<file path="src/shared/ctmr_pkg.sv">
// Constants and types for the access routing block
package ctmr_pkg;
  localparam int unsigned ADDR_W          = 32;
  localparam int unsigned DATA_W          = 32;
  localparam logic [3:0]  CRN_CONTROL     = 4'h1;
  localparam logic [3:0]  CRN_TTB         = 4'h2;
  localparam logic [3:0]  CRN_DOMAIN      = 4'h3;
  localparam logic [3:0]  SUBREG_ZERO     = 4'h0;
  localparam logic [2:0]  OPC2_ZERO       = 3'h0;
  localparam int unsigned CTRL_MMU_BIT    = 0;
  localparam int unsigned CTRL_DATA_CACHE_BIT = 2;
  localparam int unsigned CTRL_INSTRUCTION_CACHE_BIT = 12;
  localparam int unsigned CTRL_REPL_BIT   = 14;
  localparam int unsigned TTB_LSB         = 14;
  localparam int unsigned TTB_W           = 18;
  localparam int unsigned DOMAIN_COUNT    = 16;
  localparam int unsigned DOMAIN_FIELD_W  = 2;
  localparam logic [31:0] CTRL_RESET      = 32'h0000_0000;
  localparam logic [31:0] CTRL_WR_MASK    = 32'h0000_F387;
  localparam logic [31:0] CTRL_SBO_MASK   = 32'h0005_0078;
  localparam logic [17:0] TTB_RESET       = 18'h0_0000;
  localparam logic [31:0] DOMAIN_RESET    = 32'h0000_0000;
  localparam logic [1:0]  DOM_NO_ACCESS   = 2'h0;
  localparam logic [1:0]  DOM_CLIENT      = 2'h1;
  localparam logic [1:0]  DOM_RESERVED    = 2'h2;
  localparam logic [1:0]  DOM_MANAGER     = 2'h3;

  typedef enum logic [2:0] {
    ROUTE_AHB   = 3'h1,
    ROUTE_CACHE = 3'h2,
    ROUTE_TCM   = 3'h4
  } ctmr_route_t;
endpackage

</file>
<file path="src/design/ctmr_access_router.sv">
// Fetch and data access routing with control, table base and domain registers
`timescale 1ns/1ns
module ctmr_access_router
  import ctmr_pkg::*;
#(
  parameter int unsigned ITCM_ADDR_BITS = 14,
  parameter int unsigned DTCM_ADDR_BITS = 14
) (
  input  wire logic              clk_i,
  input  wire logic              rst_n_i,
  input  wire logic              cp_req_i,
  input  wire logic              cp_write_i,
  input  wire logic [3:0]        cp_crn_i,
  input  wire logic [3:0]        cp_subreg_i,
  input  wire logic [2:0]        cp_opc2_i,
  input  wire logic [31:0]       cp_wdata_i,
  output logic                   cp_ack_o,
  output logic [31:0]            cp_rdata_o,
  input  wire logic              itcm_en_i,
  input  wire logic [31:0]       itcm_base_i,
  input  wire logic              dtcm_en_i,
  input  wire logic [31:0]       dtcm_base_i,
  input  wire logic              i_req_i,
  input  wire logic [31:0]       i_addr_i,
  input  wire logic [31:0]       i_xlat_addr_i,
  input  wire logic              i_page_cachable_i,
  input  wire logic [3:0]        i_domain_i,
  output logic                   i_valid_o,
  output ctmr_route_t            i_route_o,
  output logic [31:0]            i_addr_o,
  output logic                   i_cachable_o,
  output logic                   i_prot_check_o,
  output logic                   i_cache_lookup_o,
  output logic                   i_domain_fault_o,
  output logic                   i_perm_check_o,
  input  wire logic              d_req_i,
  input  wire logic              d_write_i,
  input  wire logic              d_abort_i,
  input  wire logic [31:0]       d_addr_i,
  input  wire logic [31:0]       d_xlat_addr_i,
  input  wire logic              d_page_cachable_i,
  input  wire logic              d_page_bufferable_i,
  input  wire logic [3:0]        d_domain_i,
  output logic                   d_valid_o,
  output ctmr_route_t            d_route_o,
  output logic [31:0]            d_addr_o,
  output logic                   d_cachable_o,
  output logic                   d_bufferable_o,
  output logic                   d_prot_check_o,
  output logic                   d_cache_lookup_o,
  output logic                   d_domain_fault_o,
  output logic                   d_perm_check_o,
  output logic                   d_tcm_re_o,
  output logic                   d_tcm_we_o,
  output logic                   repl_round_robin_o
);

  logic [31:0]      ctrl_reg;
  logic [TTB_W-1:0] ttb_reg;
  logic [31:0]      domain_reg;
  logic             mmu_en;
  logic             instruction_cache_en;
  logic             data_cache_en;
  logic [31:0]      i_pa;
  logic [31:0]      d_pa;
  logic             i_hit;
  logic             d_hit;
  logic [1:0]       i_field;
  logic [1:0]       d_field;
  logic             cp_sel;
  logic             cp_wr;

  function automatic ctmr_route_t route_calc(input logic cache_en, input logic mmu_on,
                                             input logic hit, input logic page_c,
                                             input logic data_side);
    ctmr_route_t r;
    if (hit) begin
      r = ROUTE_TCM;
    end else if (!cache_en) begin
      r = ROUTE_AHB;
    end else if (!mmu_on) begin
      r = data_side ? ROUTE_AHB : ROUTE_CACHE;
    end else begin
      r = page_c ? ROUTE_CACHE : ROUTE_AHB;
    end
    return r;
  endfunction

  function automatic logic tcm_hit(input logic en, input logic [31:0] addr,
                                   input logic [31:0] base, input int unsigned abits);
    logic [31:0] mask;
    mask = 32'hFFFF_FFFF << abits;
    return en && ((addr & mask) == (base & mask));
  endfunction

  function automatic logic [1:0] domain_field(input logic [31:0] dac, input logic [3:0] dom);
    return dac[{dom, 1'b0} +: DOMAIN_FIELD_W];
  endfunction

  assign mmu_en    = ctrl_reg[CTRL_MMU_BIT];
  assign instruction_cache_en = ctrl_reg[CTRL_INSTRUCTION_CACHE_BIT];
  assign data_cache_en = ctrl_reg[CTRL_DATA_CACHE_BIT];
  assign i_pa      = mmu_en ? i_xlat_addr_i : i_addr_i;
  assign d_pa      = mmu_en ? d_xlat_addr_i : d_addr_i;
  assign i_hit     = tcm_hit(itcm_en_i, i_pa, itcm_base_i, ITCM_ADDR_BITS);
  assign d_hit     = tcm_hit(dtcm_en_i, d_pa, dtcm_base_i, DTCM_ADDR_BITS);
  assign i_field   = domain_field(domain_reg, i_domain_i);
  assign d_field   = domain_field(domain_reg, d_domain_i);
  assign cp_sel    = cp_req_i && (cp_subreg_i == SUBREG_ZERO)
                     && (cp_opc2_i == OPC2_ZERO);
  assign cp_wr     = cp_sel && cp_write_i;

  // Register writes
  always_ff @(posedge clk_i or negedge rst_n_i) begin
    if (!rst_n_i) begin
      ctrl_reg   <= CTRL_RESET;
      ttb_reg    <= TTB_RESET;
      domain_reg <= DOMAIN_RESET;
    end else if (cp_wr) begin
      if (cp_crn_i == CRN_CONTROL) begin
        ctrl_reg <= cp_wdata_i & CTRL_WR_MASK;
      end else if (cp_crn_i == CRN_TTB) begin
        ttb_reg <= cp_wdata_i[31:TTB_LSB];
      end else if (cp_crn_i == CRN_DOMAIN) begin
        domain_reg <= cp_wdata_i;
      end
    end
  end

  // Register reads
  always_ff @(posedge clk_i or negedge rst_n_i) begin
    if (!rst_n_i) begin
      cp_ack_o   <= 1'b0;
      cp_rdata_o <= 32'h0000_0000;
    end else begin
      cp_ack_o <= cp_req_i;
      if (cp_sel && !cp_write_i) begin
        if (cp_crn_i == CRN_CONTROL) begin
          cp_rdata_o <= ctrl_reg | CTRL_SBO_MASK;
        end else if (cp_crn_i == CRN_TTB) begin
          cp_rdata_o <= {ttb_reg, 14'h0000};
        end else if (cp_crn_i == CRN_DOMAIN) begin
          cp_rdata_o <= domain_reg;
        end else begin
          cp_rdata_o <= 32'h0000_0000;
        end
      end else begin
        cp_rdata_o <= 32'h0000_0000;
      end
    end
  end

  always_ff @(posedge clk_i or negedge rst_n_i) begin
    if (!rst_n_i) begin
      repl_round_robin_o <= 1'b0;
    end else begin
      repl_round_robin_o <= ctrl_reg[CTRL_REPL_BIT];
    end
  end

  // Instruction side, decided from enables as they stand at the request
  always_ff @(posedge clk_i or negedge rst_n_i) begin
    if (!rst_n_i) begin
      i_valid_o        <= 1'b0;
      i_route_o        <= ROUTE_AHB;
      i_addr_o         <= 32'h0000_0000;
      i_cachable_o     <= 1'b0;
      i_prot_check_o   <= 1'b0;
      i_cache_lookup_o <= 1'b0;
      i_domain_fault_o <= 1'b0;
      i_perm_check_o   <= 1'b0;
    end else begin
      i_valid_o <= i_req_i;
      if (i_req_i) begin
        i_route_o <= route_calc(instruction_cache_en, mmu_en, i_hit,
                                i_page_cachable_i, 1'b0);
        i_addr_o         <= i_pa;
        i_cachable_o     <= instruction_cache_en && !i_hit && (!mmu_en || i_page_cachable_i);
        i_prot_check_o   <= mmu_en;
        i_cache_lookup_o <= instruction_cache_en && !i_hit && (!mmu_en || i_page_cachable_i);
        i_domain_fault_o <= mmu_en && (i_field inside {DOM_NO_ACCESS, DOM_RESERVED});
        i_perm_check_o   <= mmu_en && (i_field == DOM_CLIENT);
      end else begin
        i_cache_lookup_o <= 1'b0;
        i_domain_fault_o <= 1'b0;
        i_perm_check_o   <= 1'b0;
      end
    end
  end

  // Data side
  always_ff @(posedge clk_i or negedge rst_n_i) begin
    if (!rst_n_i) begin
      d_valid_o        <= 1'b0;
      d_route_o        <= ROUTE_AHB;
      d_addr_o         <= 32'h0000_0000;
      d_cachable_o     <= 1'b0;
      d_bufferable_o   <= 1'b0;
      d_prot_check_o   <= 1'b0;
      d_cache_lookup_o <= 1'b0;
      d_domain_fault_o <= 1'b0;
      d_perm_check_o   <= 1'b0;
      d_tcm_re_o       <= 1'b0;
      d_tcm_we_o       <= 1'b0;
    end else begin
      d_valid_o <= d_req_i;
      if (d_req_i) begin
        d_route_o <= route_calc(data_cache_en, mmu_en, d_hit,
                                d_page_cachable_i, 1'b1);
        d_addr_o         <= d_pa;
        d_cachable_o     <= data_cache_en && mmu_en && !d_hit && d_page_cachable_i;
        d_bufferable_o   <= data_cache_en && mmu_en && !d_hit && d_page_bufferable_i;
        d_prot_check_o   <= mmu_en;
        d_cache_lookup_o <= data_cache_en && mmu_en && !d_hit && d_page_cachable_i;
        d_domain_fault_o <= mmu_en && (d_field inside {DOM_NO_ACCESS, DOM_RESERVED});
        d_perm_check_o   <= mmu_en && (d_field == DOM_CLIENT);
        d_tcm_re_o       <= d_hit && !d_write_i;
        d_tcm_we_o       <= d_hit && d_write_i && !d_abort_i;
      end else begin
        d_cache_lookup_o <= 1'b0;
        d_domain_fault_o <= 1'b0;
        d_perm_check_o   <= 1'b0;
        d_tcm_re_o       <= 1'b0;
        d_tcm_we_o       <= 1'b0;
      end
    end
  end
endmodule // ctmr_access_router

</file>
<file path="config.mk">
export PLATFORM = sky130hd
export DESIGN_NAME = ctmr_access_router
export DESIGN_NICKNAME = d
export VERILOG_FILES = /design/src/shared/ctmr_pkg.sv /design/src/design/ctmr_access_router.sv
export SDC_FILE = /design/constraint.sdc
export NUM_CORES = 1
export LEC_CHECK = 0
export ABC_AREA = 1
export BUFFER_PORTS_ARGS = -buffer_cell sky130_fd_sc_hd__buf_2
export CAP_MARGIN = 20
export CELL_PAD_IN_SITES_DETAIL_PLACEMENT = 0
export CELL_PAD_IN_SITES_GLOBAL_PLACEMENT = 2
export CORE_UTILIZATION = 23
export DETAILED_ROUTE_END_ITERATION = 12
export GPL_ROUTABILITY_DRIVEN = 0
export GPL_TIMING_DRIVEN = 0
export PLACE_DENSITY_LB_ADDON = 0.1
export SYNTH_ARGS = -nofsm -noshare
export SYNTH_HDL_FRONTEND = slang
export SYNTH_SLANG_ARGS = --single-unit
</file>
<file path="constraint.sdc">
create_clock -name clk_i -period 1.4 [get_ports clk_i]
set_input_delay 0.21 -clock clk_i [delete_from_list [all_inputs] [get_ports clk_i]]
set_output_delay 0.21 -clock clk_i [all_outputs]
set_load 0.01 [all_outputs]
</file>
======== Word-level counts from Yosys, hierarchy flattened ========
Cells that the tools add are included.
storage, ports and cells
  bits in registers ....................... 179
  output and inout port bits .............. 119
  logic and storage cells ................. 95
operators by class
  bitwise gates (word level) .............. 2
  reductions and logical operators ........ 35
  equality and inequality tests ........... 9
  muxes and demuxes ....................... 22
  shift-type cells ........................ 2
operator list
  kind                  count
  $mux W32              6
  $shiftx A32 B6 Y2     2
  $eq A18 B18 Y1        2
  $logic_and A1 B1 Y1   19
  $mux W2               6
  $eq A4 B2 Y1 const B  2
  $mux W1               8
  $logic_not A1 Y1      6
  $mux W3               2
  $eq A2 B1 Y1 const B  2
  $eq A2 B2 Y1 const B  2
  $eq A4 B1 Y1 const B  1
  $logic_not A2 Y1      2
  $logic_not A4 Y1      1
  $reduce_and A4 Y1     1
  $reduce_bool A2 Y1    2
  $logic_not A3 Y1      1
  $reduce_and A3 Y1     1
  $not A1 Y1            2
  $reduce_and A2 Y1     1
  $logic_or A1 B1 Y1    1

======== Depth between registers and ports, before layout ========
Gate-level depths: netlist (run 1).
  depth in word-level cells ............... 7
  gate-level depth with buffers ........... 12

======== Worst setup path before layout (run 1) ========
Ideal clock, no wire load.
  kind .................................... register to register
  from .................................... register ctrl_reg[0]
  to ...................................... register i_cachable_o
  slack ................................... -0.077 ns
  required time ........................... 1.280 ns
  setup time .............................. 0.120 ns
  data arrival time ....................... 1.358 ns
  buffers on the path ..................... 2
  stages on the path, launching flop included .. 11
  path through ............................ dfrtp_1 -> buf_6 -> buf_6 -> o21ai_0 -> nor2_1 -> nor2_1 -> nand2_1 -> nor2_1 -> nand3_1 -> nand2_1 -> nand2_1
between the ends
  word-level cells in the longest chain between the ends .. 6
ends and longest elaborated chain
  item                      RTL line                   source
  start: declaration        ctmr_access_router.sv:58   logic [31:0] ctrl_reg;
  start signal: assignment  ctmr_access_router.sv:121  ctrl_reg <= cp_wdata_i & CTRL_WR_MASK;
  $mux W32                  ctmr_access_router.sv:103  assign i_pa = mmu_en ? i_xlat_addr_i : i_addr_i;
  $eq A18 B18 Y1            ctmr_access_router.sv:93   return en && ((addr & mask) == (base & mask));
  $logic_and A1 B1 Y1       ctmr_access_router.sv:93
  $logic_not A1 Y1          ctmr_access_router.sv:178  i_cachable_o <= instruction_cache_en && !i_hit && (!mmu_en || i_page_cachable_i);
  $logic_and A1 B1 Y1       ctmr_access_router.sv:178
  $logic_and A1 B1 Y1 (*)   ctmr_access_router.sv:178
  end signal: assignment    ctmr_access_router.sv:178
  end: declaration          ctmr_access_router.sv:31   output logic i_cachable_o,
Every way passes the cells marked *; elsewhere a longest branch is shown, timed or not.
A chain may end at the register's enable or synchronous reset.

======== Final worst setup path (run 1) ========
  from .................................... register ctrl_reg[0]
  to ...................................... register d_route_o[1]
between the ends
  word-level cells in the longest chain between the ends .. 4
ends and longest elaborated chain
  item                    RTL line                   source
  $mux W32                ctmr_access_router.sv:104  assign d_pa = mmu_en ? d_xlat_addr_i : d_addr_i;
  $eq A18 B18 Y1          ctmr_access_router.sv:93
  $logic_and A1 B1 Y1     ctmr_access_router.sv:93
  $mux W3 (*)             ctmr_access_router.sv:77   if (hit) begin
  end signal: assignment  ctmr_access_router.sv:208  d_route_o <= route_calc(data_cache_en, mmu_en, d_hit,
  end: declaration        ctmr_access_router.sv:45   output ctmr_route_t d_route_o,
Marked as above.

==> impl_metrics.tcl, run 1 <==
set metrics [dict create \
    status "complete, but fails checks" \
    violations "setup timing" \
    synth.mux.area_fraction_pct 0 \
    port_buffers 344 \
    dr.pass1.iters 5 \
    synth_top_family_by_area "simple AND/OR/NAND/NOR gates" \
    drv_slew 0 \
    stdcell_count 2091 \
    synth-simple-area-share_pct 26.0 \
    synth_top_area_share_pct 50.1 \
    slew_headroom_pct 45.8 \
    synth_common_cells "nand2_1, dfrtp_1, o21ai_0" \
    p_int_mw 9.28 \
    power_switching_mw 3.37 \
    rrSetupSlack_ns -0.38 \
    swShare_pct 26.7 \
    path_cells "buf_4, nand2_1, nand2_1, nand2_1, nand2_1, nor2_1, nand2_1, nor2_2, nand3_4, nand2_4, nand2_1" \
    pwr-share-seq_pct 43.1 \
    cp_num_cells 11 \
    wl_per_cell_um 18.0 \
    cts_tree "built" \
    synth_compound_area_share_pct 14.7 \
    p_clk_share_pct 43.4 \
    maxCapViolations 0 \
    ant_nets 0 \
    holdPathStages 3 \
    p_comb_share_pct 13.6 \
    dieArea_um2 39200 \
    n_antenna_cell 0 \
    syn_inst 1172 \
    io_pins 375 \
    grt_pass1_wl_um 56200 \
    clockRootBuffer "clkbuf_16" \
    synth-xor-area-share_pct 0.0991 \
    rsz0062_at_grt "yes" \
    ir_drop_uv 849 \
    post-synth-top-area-cell "dfrtp_1" \
    hpwl_um 28800 \
    die_h_um 198 \
    synth-seq-cells 179 \
    worst_ep_arrival_time_ns 2.12 \
    setup.worst_path.end_class "flip-flop" \
    crit_type "reg -> reg" \
    leakagePower_nw 6.69 \
    synth.area.top_cells "dfrtp_1, nand2_1, o21ai_0" \
    start_kind "flip-flop" \
    finalSetupTns_ns -5.55 \
    final-seq-area_um2 4480 \
    synth_edf_count 0 \
    drtIter0Drc 496 \
    start_util_pct 23.4 \
    path_buf_inv 1 \
    reg2regPathDepth 11 \
    cts_buffers 17 \
    via_per_inst 4.35 \
    grt_usage_pct 19.5 \
    syn_area_um2 8840 \
    slowest_stage "dfrtp_2" \
    clkLatencyLatePin_ns 0.45 \
    synthAdderAreaFrac_pct 0 \
    max_freq_mhz 561 \
    slowest_delay_ns 0.47 \
    drc 0 \
    tightest_slew_ns 0.813 \
    dp.cells 2028 \
    power_mw 12.7 \
    coreArea_um2 37800 \
    antenna_found_initial 6 \
    rows 71 \
    fillerInstances 4187 \
    p_per_area_nw_per_um2 991 \
    period_minus_slack_ns 1.78 \
    crit_fanout 10 \
    ys_warn_count 0 \
    hp-class "in -> reg" \
    syn2layout_area_growth_pct 44.5 \
    num_vias 9092 \
    setup_ws_ns -0.382 \
    syn_area_per_cell_um2 7.54 \
    grt-ovfl-total 0 \
    ys_seq_area_share_pct 50.7 \
    clkSlewWorstSetupHoldPaths_ns 0.07 \
    period_share_pct 127 \
    synth_top_flop_cell "dfrtp_1" \
    grt_start_max_net_pins 94 \
    path_delay_family "simple AND/OR/NAND/NOR gates" \
    clockBufferDepth 2 \
    yosysMostFrequentCell "nand2_1" \
    multi_input_area_um2 3980 \
    wl_um 37700 \
    cts.sinks 179 \
    ys_async_sr_fraction_pct 100 \
    h-tree-depth 4 \
    cp_common_cell "nand2_1" \
    setup_viol 28 \
    synth.net_count 1428 \
    grt_pass1_vias 9280 \
    drive_gt1_share_pct 33.0 \
    finClkSkew_ns 0.00855 \
    fin_nets 1824 \
    cp_data_required_time_ns 1.74 \
    hold_viol 0 \
    die_w_um 198 \
    synth.distinct_cells 30 \
]
==> power groups by stage <==
stage	logic, mW	registers (mW)	clock network [mW]
final	1.72	5.45	5.49
after global routing	1.93	5.47	5.86
after CTS	1.71	5.45	5.73
after detailed placement	1.60	5.55	0
after global placement	1.59	5.54	0
after floorplan	0.581	5.63	0
==> metrics by stage <==
step	util, %	setup slack [ns]	instance area [um^2]	hold WS (ns)
floorplan	-	-0.0536	8850	-0.0856
global placement	29.7	-3.32	11200	0.334
detailed placement	29.8	-0.676	11200	0.294
CTS	33.3	-0.426	12600	0.00185
global route	33.8	-0.543	12800	0.00685
finish	33.8	-0.382	12800	0.0156
==> layout by cell type (no fill, tap or decap), types with 5 or more instances in the layout <==
master,synthesis,layout
buf_8,0,6
inv_1,119,116
nand3_1,60,55
nand2_2,8,22
o21ai_2,1,30
buf_4,1,13
o21ai_0,145,90
buf_6,7,13
a31oi_1,24,24
nor2_2,0,10
clkbuf_16,0,18
o21ai_1,9,29
a21oi_1,38,37
nor2_1,110,99
nand2_4,0,8
o211ai_1,20,20
buf_12,0,5
buf_2,11,351
clkbuf_1,38,22
nand2_1,377,355
dlygate4sd3_1,0,18
o21ai_4,0,6
dfrtp_1,177,176
bufinv_16,0,5
==> layout make-up <==
| type | count | share of cell area, % |
|---|---|---|
| buffer | 55 | 3.16 |
| clock buffer | 20 | 3.50 |
| clock inverter | 11 | 1.57 |
| inverter | 123 | 3.67 |
| multi-input combinational | 813 | 31.2 |
| sequential | 179 | 35.1 |
| tap | 511 | 5.01 |
| timing repair buffer | 379 | 16.8 |
==> what timing repair did <==
action,CTS,global route
hold endpoints to repair,110,0
setup buffers,11,2
pin swaps,35,28
hold buffers,18,0
resized for setup,142,99
gates cloned,4,0
endpoints found under the setup margin,78,195
==> tightest hold or removal path, delay by kind of cell <==
kind	cells	cell delay, ns
AO/OA/AOI/OAI	1	0.10
buffers and inverters	1	0.07
AND/OR/NAND/NOR	1	0.03
==> cells by family (layout without fill, tap and decap cells) <==
| kind of cell | count (synthesis) | after routing |
|---|---|---|
| AOI/OAI and AO/OA | 242 | 242 |
| xor gates and xnor gates | 1 | 1 |
| buffers and inverters | 180 | 588 |
| DFF | 179 | 179 |
| and+or+nand+nor | 570 | 570 |
==> layer usage <==
metal	GRT usage, %	share of wire, %	vias to the layer above
li1	-	-	4550
met1	23.4	42	4289
met2	34.9	51	218
met3	4.79	5.5	25
met4	4.08	0.85	10
met5	0	0.18	-
==> worst paths after layout <==
check | start | to
worst max-delay path | ctrl_reg[0] | d_route_o[1]
worst min-delay path | d_xlat_addr_i[5] | d_addr_o[5]
worst max register to register | ctrl_reg[0] | d_route_o[1]
worst min register to register | ctrl_reg[14] | repl_round_robin_o
max in group asynchronous | rst_n_i | domain_reg[26]
min in group asynchronous | rst_n_i | i_addr_o[6]
(Power assumes the default switching activity.)
==> run 2, diff against run 1 <==
--- a/config.mk
+++ b/config.mk
@@ -17,2 +17,3 @@
 export PLACE_DENSITY_LB_ADDON = 0.1
+export SLEW_MARGIN = 40
 export SYNTH_ARGS = -nofsm -noshare
--- a/constraint.sdc
+++ b/constraint.sdc
@@ -3,2 +3,2 @@
 set_output_delay 0.21 -clock clk_i [all_outputs]
-set_load 0.01 [all_outputs]
+set_load 0.05 [all_outputs]
==> impl_metrics.tcl, run 2 (synthesis results as in run 1) <==
set metrics [dict create \
    ir_drop_uv 868 \
    crit_type "reg -> reg" \
    hold_start "d_xlat_addr_i[11]" \
    setup.worst_path.end_class "flip-flop" \
    maxCapViolations 0 \
    tightest_slew_ns 0.672 \
    wl_um 37700 \
    cp_data_required_time_ns 1.78 \
    path_delay_family "simple AND/OR/NAND/NOR gates" \
    period_share_pct 128 \
    r2r_end "d_tcm_we_o" \
    start_util_pct 23.4 \
    finClkSkew_ns 0.0125 \
    dp_slack_ns -0.679 \
    holdPathStages 3 \
    final_common_cell "buf_2" \
    die_h_um 198 \
    finalSetupTns_ns -4.86 \
    cts.sinks 179 \
    grt_start_max_net_pins 64 \
    hold_viol 0 \
    drtIter0Drc 415 \
    path_buf_inv 3 \
    via_per_inst 4.34 \
    drive_gt1_share_pct 35.2 \
    drv_slew 0 \
    status "complete, but fails checks" \
    slowest_stage "dfrtp_2" \
    p_per_area_nw_per_um2 993 \
    wl_per_cell_um 18.0 \
    design_area_um2 12800 \
    crit_fanout 7 \
    leakagePower_nw 6.69 \
    dr.pass1.iters 5 \
    hpwl_um 29100 \
    grt_usage_pct 19.5 \
    clkSlewWorstSetupHoldPaths_ns 0.07 \
    clockBufferDepth 2 \
    hold_path_end "d_addr_o[11]" \
    grt_pass1_wl_um 56000 \
    rsz0062_at_grt "yes" \
    drc 0 \
    coreArea_um2 37800 \
    start_kind "flip-flop" \
    rrSetupSlack_ns -0.40 \
    power_mw 12.7 \
    clkLatencyLatePin_ns 0.46 \
    die_w_um 198 \
    ant_nets 0 \
    final_cell_mix "buf_2, nand2_1, dfrtp_1, inv_1, o21ai_0" \
    max_freq_mhz 556 \
    io_pins 375 \
    violations "setup timing" \
    worst_ep_arrival_time_ns 2.18 \
    fin_nets 1821 \
    worstReg2RegStart "ctrl_reg[0]" \
    setup_viol 35 \
    dieArea_um2 39200 \
    reg2regPathDepth 12 \
    cts_buffers 17 \
    dpl_cell_area_um2 11300 \
    slowest_delay_ns 0.41 \
    slew_headroom_pct 55.2 \
    num_vias 9083 \
    cts_tree "built" \
    period_minus_slack_ns 1.80 \
    hp-class "in -> reg" \
    port_buffers 344 \
    rows 71 \
    antenna_found_initial 5 \
    path_cells "buf_12, inv_16, buf_12, nand2_2, nand2_1, nand2_2, nand2_1, nor2_1, nand2_1, nor2_1, nand4_1, nor2_1" \
    grt_pass1_vias 9257 \
    grt-ovfl-total 0 \
    setup_ws_ns -0.398 \
    clockRootBuffer "clkbuf_16" \
    h-tree-depth 4 \
    syn2layout_area_growth_pct 45.0 \
]
==> run 2: how the worst max path moves through the flow <==
stage	start	endpoint	cells after the start
6_report	ctrl_reg[0]	d_tcm_we_o	12
5_1_grt	ctrl_reg[0]	i_route_o[1]	11
4_1_cts	ctrl_reg[0]	i_route_o[1]	12
3_5_place_dp	ctrl_reg[0]	d_cachable_o	11
3_3_place_gp	rst_n_i	cp_rdata_o[31]	1
2_1_floorplan	ctrl_reg[0]	i_cachable_o	12
==> run 2: layout make-up <==
class | instances | area, um^2
fillers | 4199 | 24900
flip-flops and latches | 179 | 4480
multi-input cells | 813 | 4040
repair buffers | 374 | 2120
well taps | 511 | 639
inverters | 123 | 482
plain buffers | 57 | 473
clock buffers | 18 | 429
clock inverters | 14 | 151
diodes | 2 | 5.00
==> run 2: metal layers <==
layer	GRT usage (%)	share of wire [%]	vias up
met5	0	0.12	-
met1	23.6	43	4292
met2	34.8	51	218
met4	5.20	1.2	6
met3	3.82	4.8	25
li1	-	-	4542
==> run 2: worst min-delay path, cell delays in order <==
cell	delay, ns
buf_2	0.08
nor2_1	0.03
o21ai_1	0.10
==> run 2: per-stage QoR <==
step / instances / util, % / hold slack, ns
after floorplan: 1172 / - / -0.0856
after global placement: 2027 / 29.7 / 0.334
after detailed placement: 2030 / 29.9 / 0.0981
after CTS: 2080 / 32.9 / 0.000452
after global routing: 2090 / 33.9 / 0.00680
final: 2091 / 34.0 / 0.00606
==> run 2: repair_timing <==
action                                 4_1_cts  5_1_grt
endpoints found under the hold margin      143        1
setup endpoints to repair                   79      119
cloned                                       2        0
pin swaps                                   22       29
hold buffers                                10        1
buffers inserted                             6        8
resized for setup                          113      150
==> run 2: report_power, final <==
| group | internal (mW) | switching [mW] |
|---|---|---|
| Sequential | 5.35 | 0.0973 |
| Clock | 2.65 | 2.33 |
| Combinational | 0.715 | 1.58 |
==> run 3, diff against run 2 <==
ABC_AREA = not set   (was 1)
CORE_UTILIZATION = 26   (was 23)
==> impl_metrics.tcl, run 3 <==
set metrics [dict create \
    status "complete, but fails checks" \
    violations "hold timing, setup timing" \
    syn_inst 674 \
    crit_type "reg -> reg" \
    fin_util_pct 41.1 \
    ys_warn_count 0 \
    ant_nets 0 \
    final_cell_mix "buf_2, dfrtp_1, nor2_1, a21oi_1, mux2_4" \
    syn_area_per_cell_um2 12.0 \
    setup.worst_path.end_class "flip-flop" \
    drv_slew 0 \
    dr.pass1.iters 4 \
    leakagePower_nw 5.83 \
    dieArea_um2 31900 \
    hold_viol 63 \
    cp_common_cell "buf_12" \
    grt_pass1_vias 6954 \
    setup_ws_ns -0.820 \
    io_pins 375 \
    power_mw 12.5 \
    grt-ovfl-total 0 \
    synth_top_flop_cell "dfrtp_1" \
    wl_per_cell_um 19.6 \
    tightest_slew_ns 0.719 \
    synth.net_count 930 \
    worst_ep_arrival_time_ns 2.51 \
    start_kind "flip-flop" \
    rsz0062_at_grt "yes" \
    wl_um 29500 \
    syn2layout_area_growth_pct 55.3 \
    period_share_pct 159 \
    slowest_delay_ns 0.58 \
    clkLatencyLatePin_ns 0.44 \
    ir_drop_uv 632 \
    finClkSkew_ns 0.0157 \
    drc 0 \
    h-tree-depth 4 \
    rrSetupSlack_ns -0.82 \
    synth-seq-cells 179 \
    cts.sinks 179 \
    die_h_um 179 \
    final_common_cell "buf_2" \
    cts_buffers 17 \
    r2r_end "i_cachable_o" \
    drive_gt1_share_pct 54.2 \
    synth_edf_count 0 \
    cts_tree "built" \
    syn_area_um2 8120 \
    path_cells "buf_12, buf_12, mux2i_4, xor2_1, nand4_1, or4_4, o21ai_4, o21ai_1" \
    setup_viol 48 \
    slew_headroom_pct 52.1 \
    clockRootBuffer "clkbuf_16" \
    reg2regPathDepth 8 \
    synth_top_area_share_pct 54.6 \
    yosysMostFrequentCell "dfrtp_1" \
    slowest_stage "or4_4" \
    grt_usage_pct 18.7 \
    maxCapViolations 0 \
    start_util_pct 26.5 \
    ctsHoldBuffers 9 \
    die_w_um 179 \
    via_per_inst 4.51 \
    worstReg2RegStart "ctrl_reg[0]" \
    coreArea_um2 30700 \
    p_per_area_nw_per_um2 991 \
    hpwl_um 22400 \
    post-synth-top-area-cell "dfrtp_1" \
    rows 64 \
    antenna_found_initial 3 \
    drtIter0Drc 265 \
    clkSlewWorstSetupHoldPaths_ns 0.08 \
    hp-class "in -> async" \
    worst_hold_slack_ns -0.305 \
    period_minus_slack_ns 2.22 \
    grt_start_max_net_pins 68 \
    synth.area.top_cells "dfrtp_1, mux2i_1, mux2_2" \
    crit_fanout 6 \
    fin_nets 1351 \
    ys_seq_area_share_pct 55.2 \
    ys_async_sr_fraction_pct 100 \
    num_vias 6787 \
    synth.distinct_cells 40 \
    clockBufferDepth 2 \
    cp_data_required_time_ns 1.69 \
    max_freq_mhz 451 \
    grt_pass1_wl_um 43200 \
    synth_common_cells "dfrtp_1, nor2_1, a21oi_1" \
    port_buffers 341 \
]
-- run 3: cell types whose count changed in the layout (fill, tap and decap cells not counted), sizes merged, moves of 17 or more --
cell,delta
mux4,+20
xor2,+17
inv,-102
buf,+27
nand3,-59
a21oi,+34
mux2i,+72
o21ai,-139
xnor2,+18
mux2,+56
o211ai,-20
nand2,-366
a31oi,-24
-- run 3: worst max-delay path by stage --
| stage | start | slack [ns] | end |
|---|---|---|---|
| after detailed placement | ctrl_reg[0] | -1.09 | d_tcm_we_o |
| final | ctrl_reg[0] | -0.82 | i_cachable_o |
| after floorplan | ctrl_reg[0] | -0.56 | i_cachable_o |
| after global placement | rst_n_i | -3.11 | i_addr_o[17] |
| after CTS | ctrl_reg[0] | -0.85 | i_cachable_o |
| after global routing | ctrl_reg[0] | -0.92 | i_cachable_o |
-- run 3: where the power goes --
part           switching [mW]  leakage, nW  internal, mW
sequential             0.0906         2.28          5.35
combinational            1.40         3.25         0.737
clock                    2.33        0.293          2.59
-- run 3: area by class of cell --
cell class	instances	area, um^2
tap	396	495
clock inverter	14	164
timing repair buffer	404	2440
antenna	1	2.50
inverter	17	68.8
sequential	179	4480
multi-input combinational	439	4160
clock buffer	18	439
fill	3038	18100
buffer	37	350
-- run 3: worst max-delay path, delay by kind of cell, from the launching register on --
kind | cells | cell delay (ns)
buffers and inverters | 2 | 0.32
DFF | 1 | 0.37
muxes | 1 | 0.26
AOI/OAI and AO/OA | 2 | 0.25
and+or+nand+nor | 2 | 0.69
xor gates and xnor gates | 1 | 0.19
-- run 3: through the flow --
step / cells / hold WS (ns) / area, um^2 / worst slack [ns] / setup TNS [ns]
after global routing: 1505 / -0.269 / 12600 / -0.923 / -21.34
after detailed placement: 1413 / 0.205 / 10700 / -1.09 / -79.68
final: 1505 / -0.305 / 12600 / -0.820 / -17.45
after global placement: 1411 / 0.331 / 10700 / -3.11 / -630.23
after CTS: 1500 / -0.272 / 12400 / -0.853 / -25.54
after floorplan: 674 / -0.0856 / 8470 / -0.563 / -24.80
-- run 3: repair_timing --
action | CTS | global route
buffers inserted | 42 | 9
pin swaps | 44 | 17
gates cloned | 5 | 0
hold endpoints to repair | 73 | 63
resized for setup | 108 | 47
endpoints found under the setup margin | 130 | 79
-- run 3: logic make-up (layout without fill, tap and decap cells) --
group           after synthesis  after routing  share of synthesized area [%]
compound gates              106            106                           7.12
xor+xnor                     36             36                           3.88
buf+inv                      56            490                           3.07
flops                       179            179                           55.2
mux                         148            148                           22.2
other cells                   0              1                              0
simple gates                149            149                           8.49
-- run 3: per-layer routing --
layer	up-vias	routed length, um	track usage (%)
met2	224	15200	33.4
met3	21	1880	4.30
li1	3221	-	-
met5	-	27	0
met4	4	266	4.45
met1	3317	12100	22.5
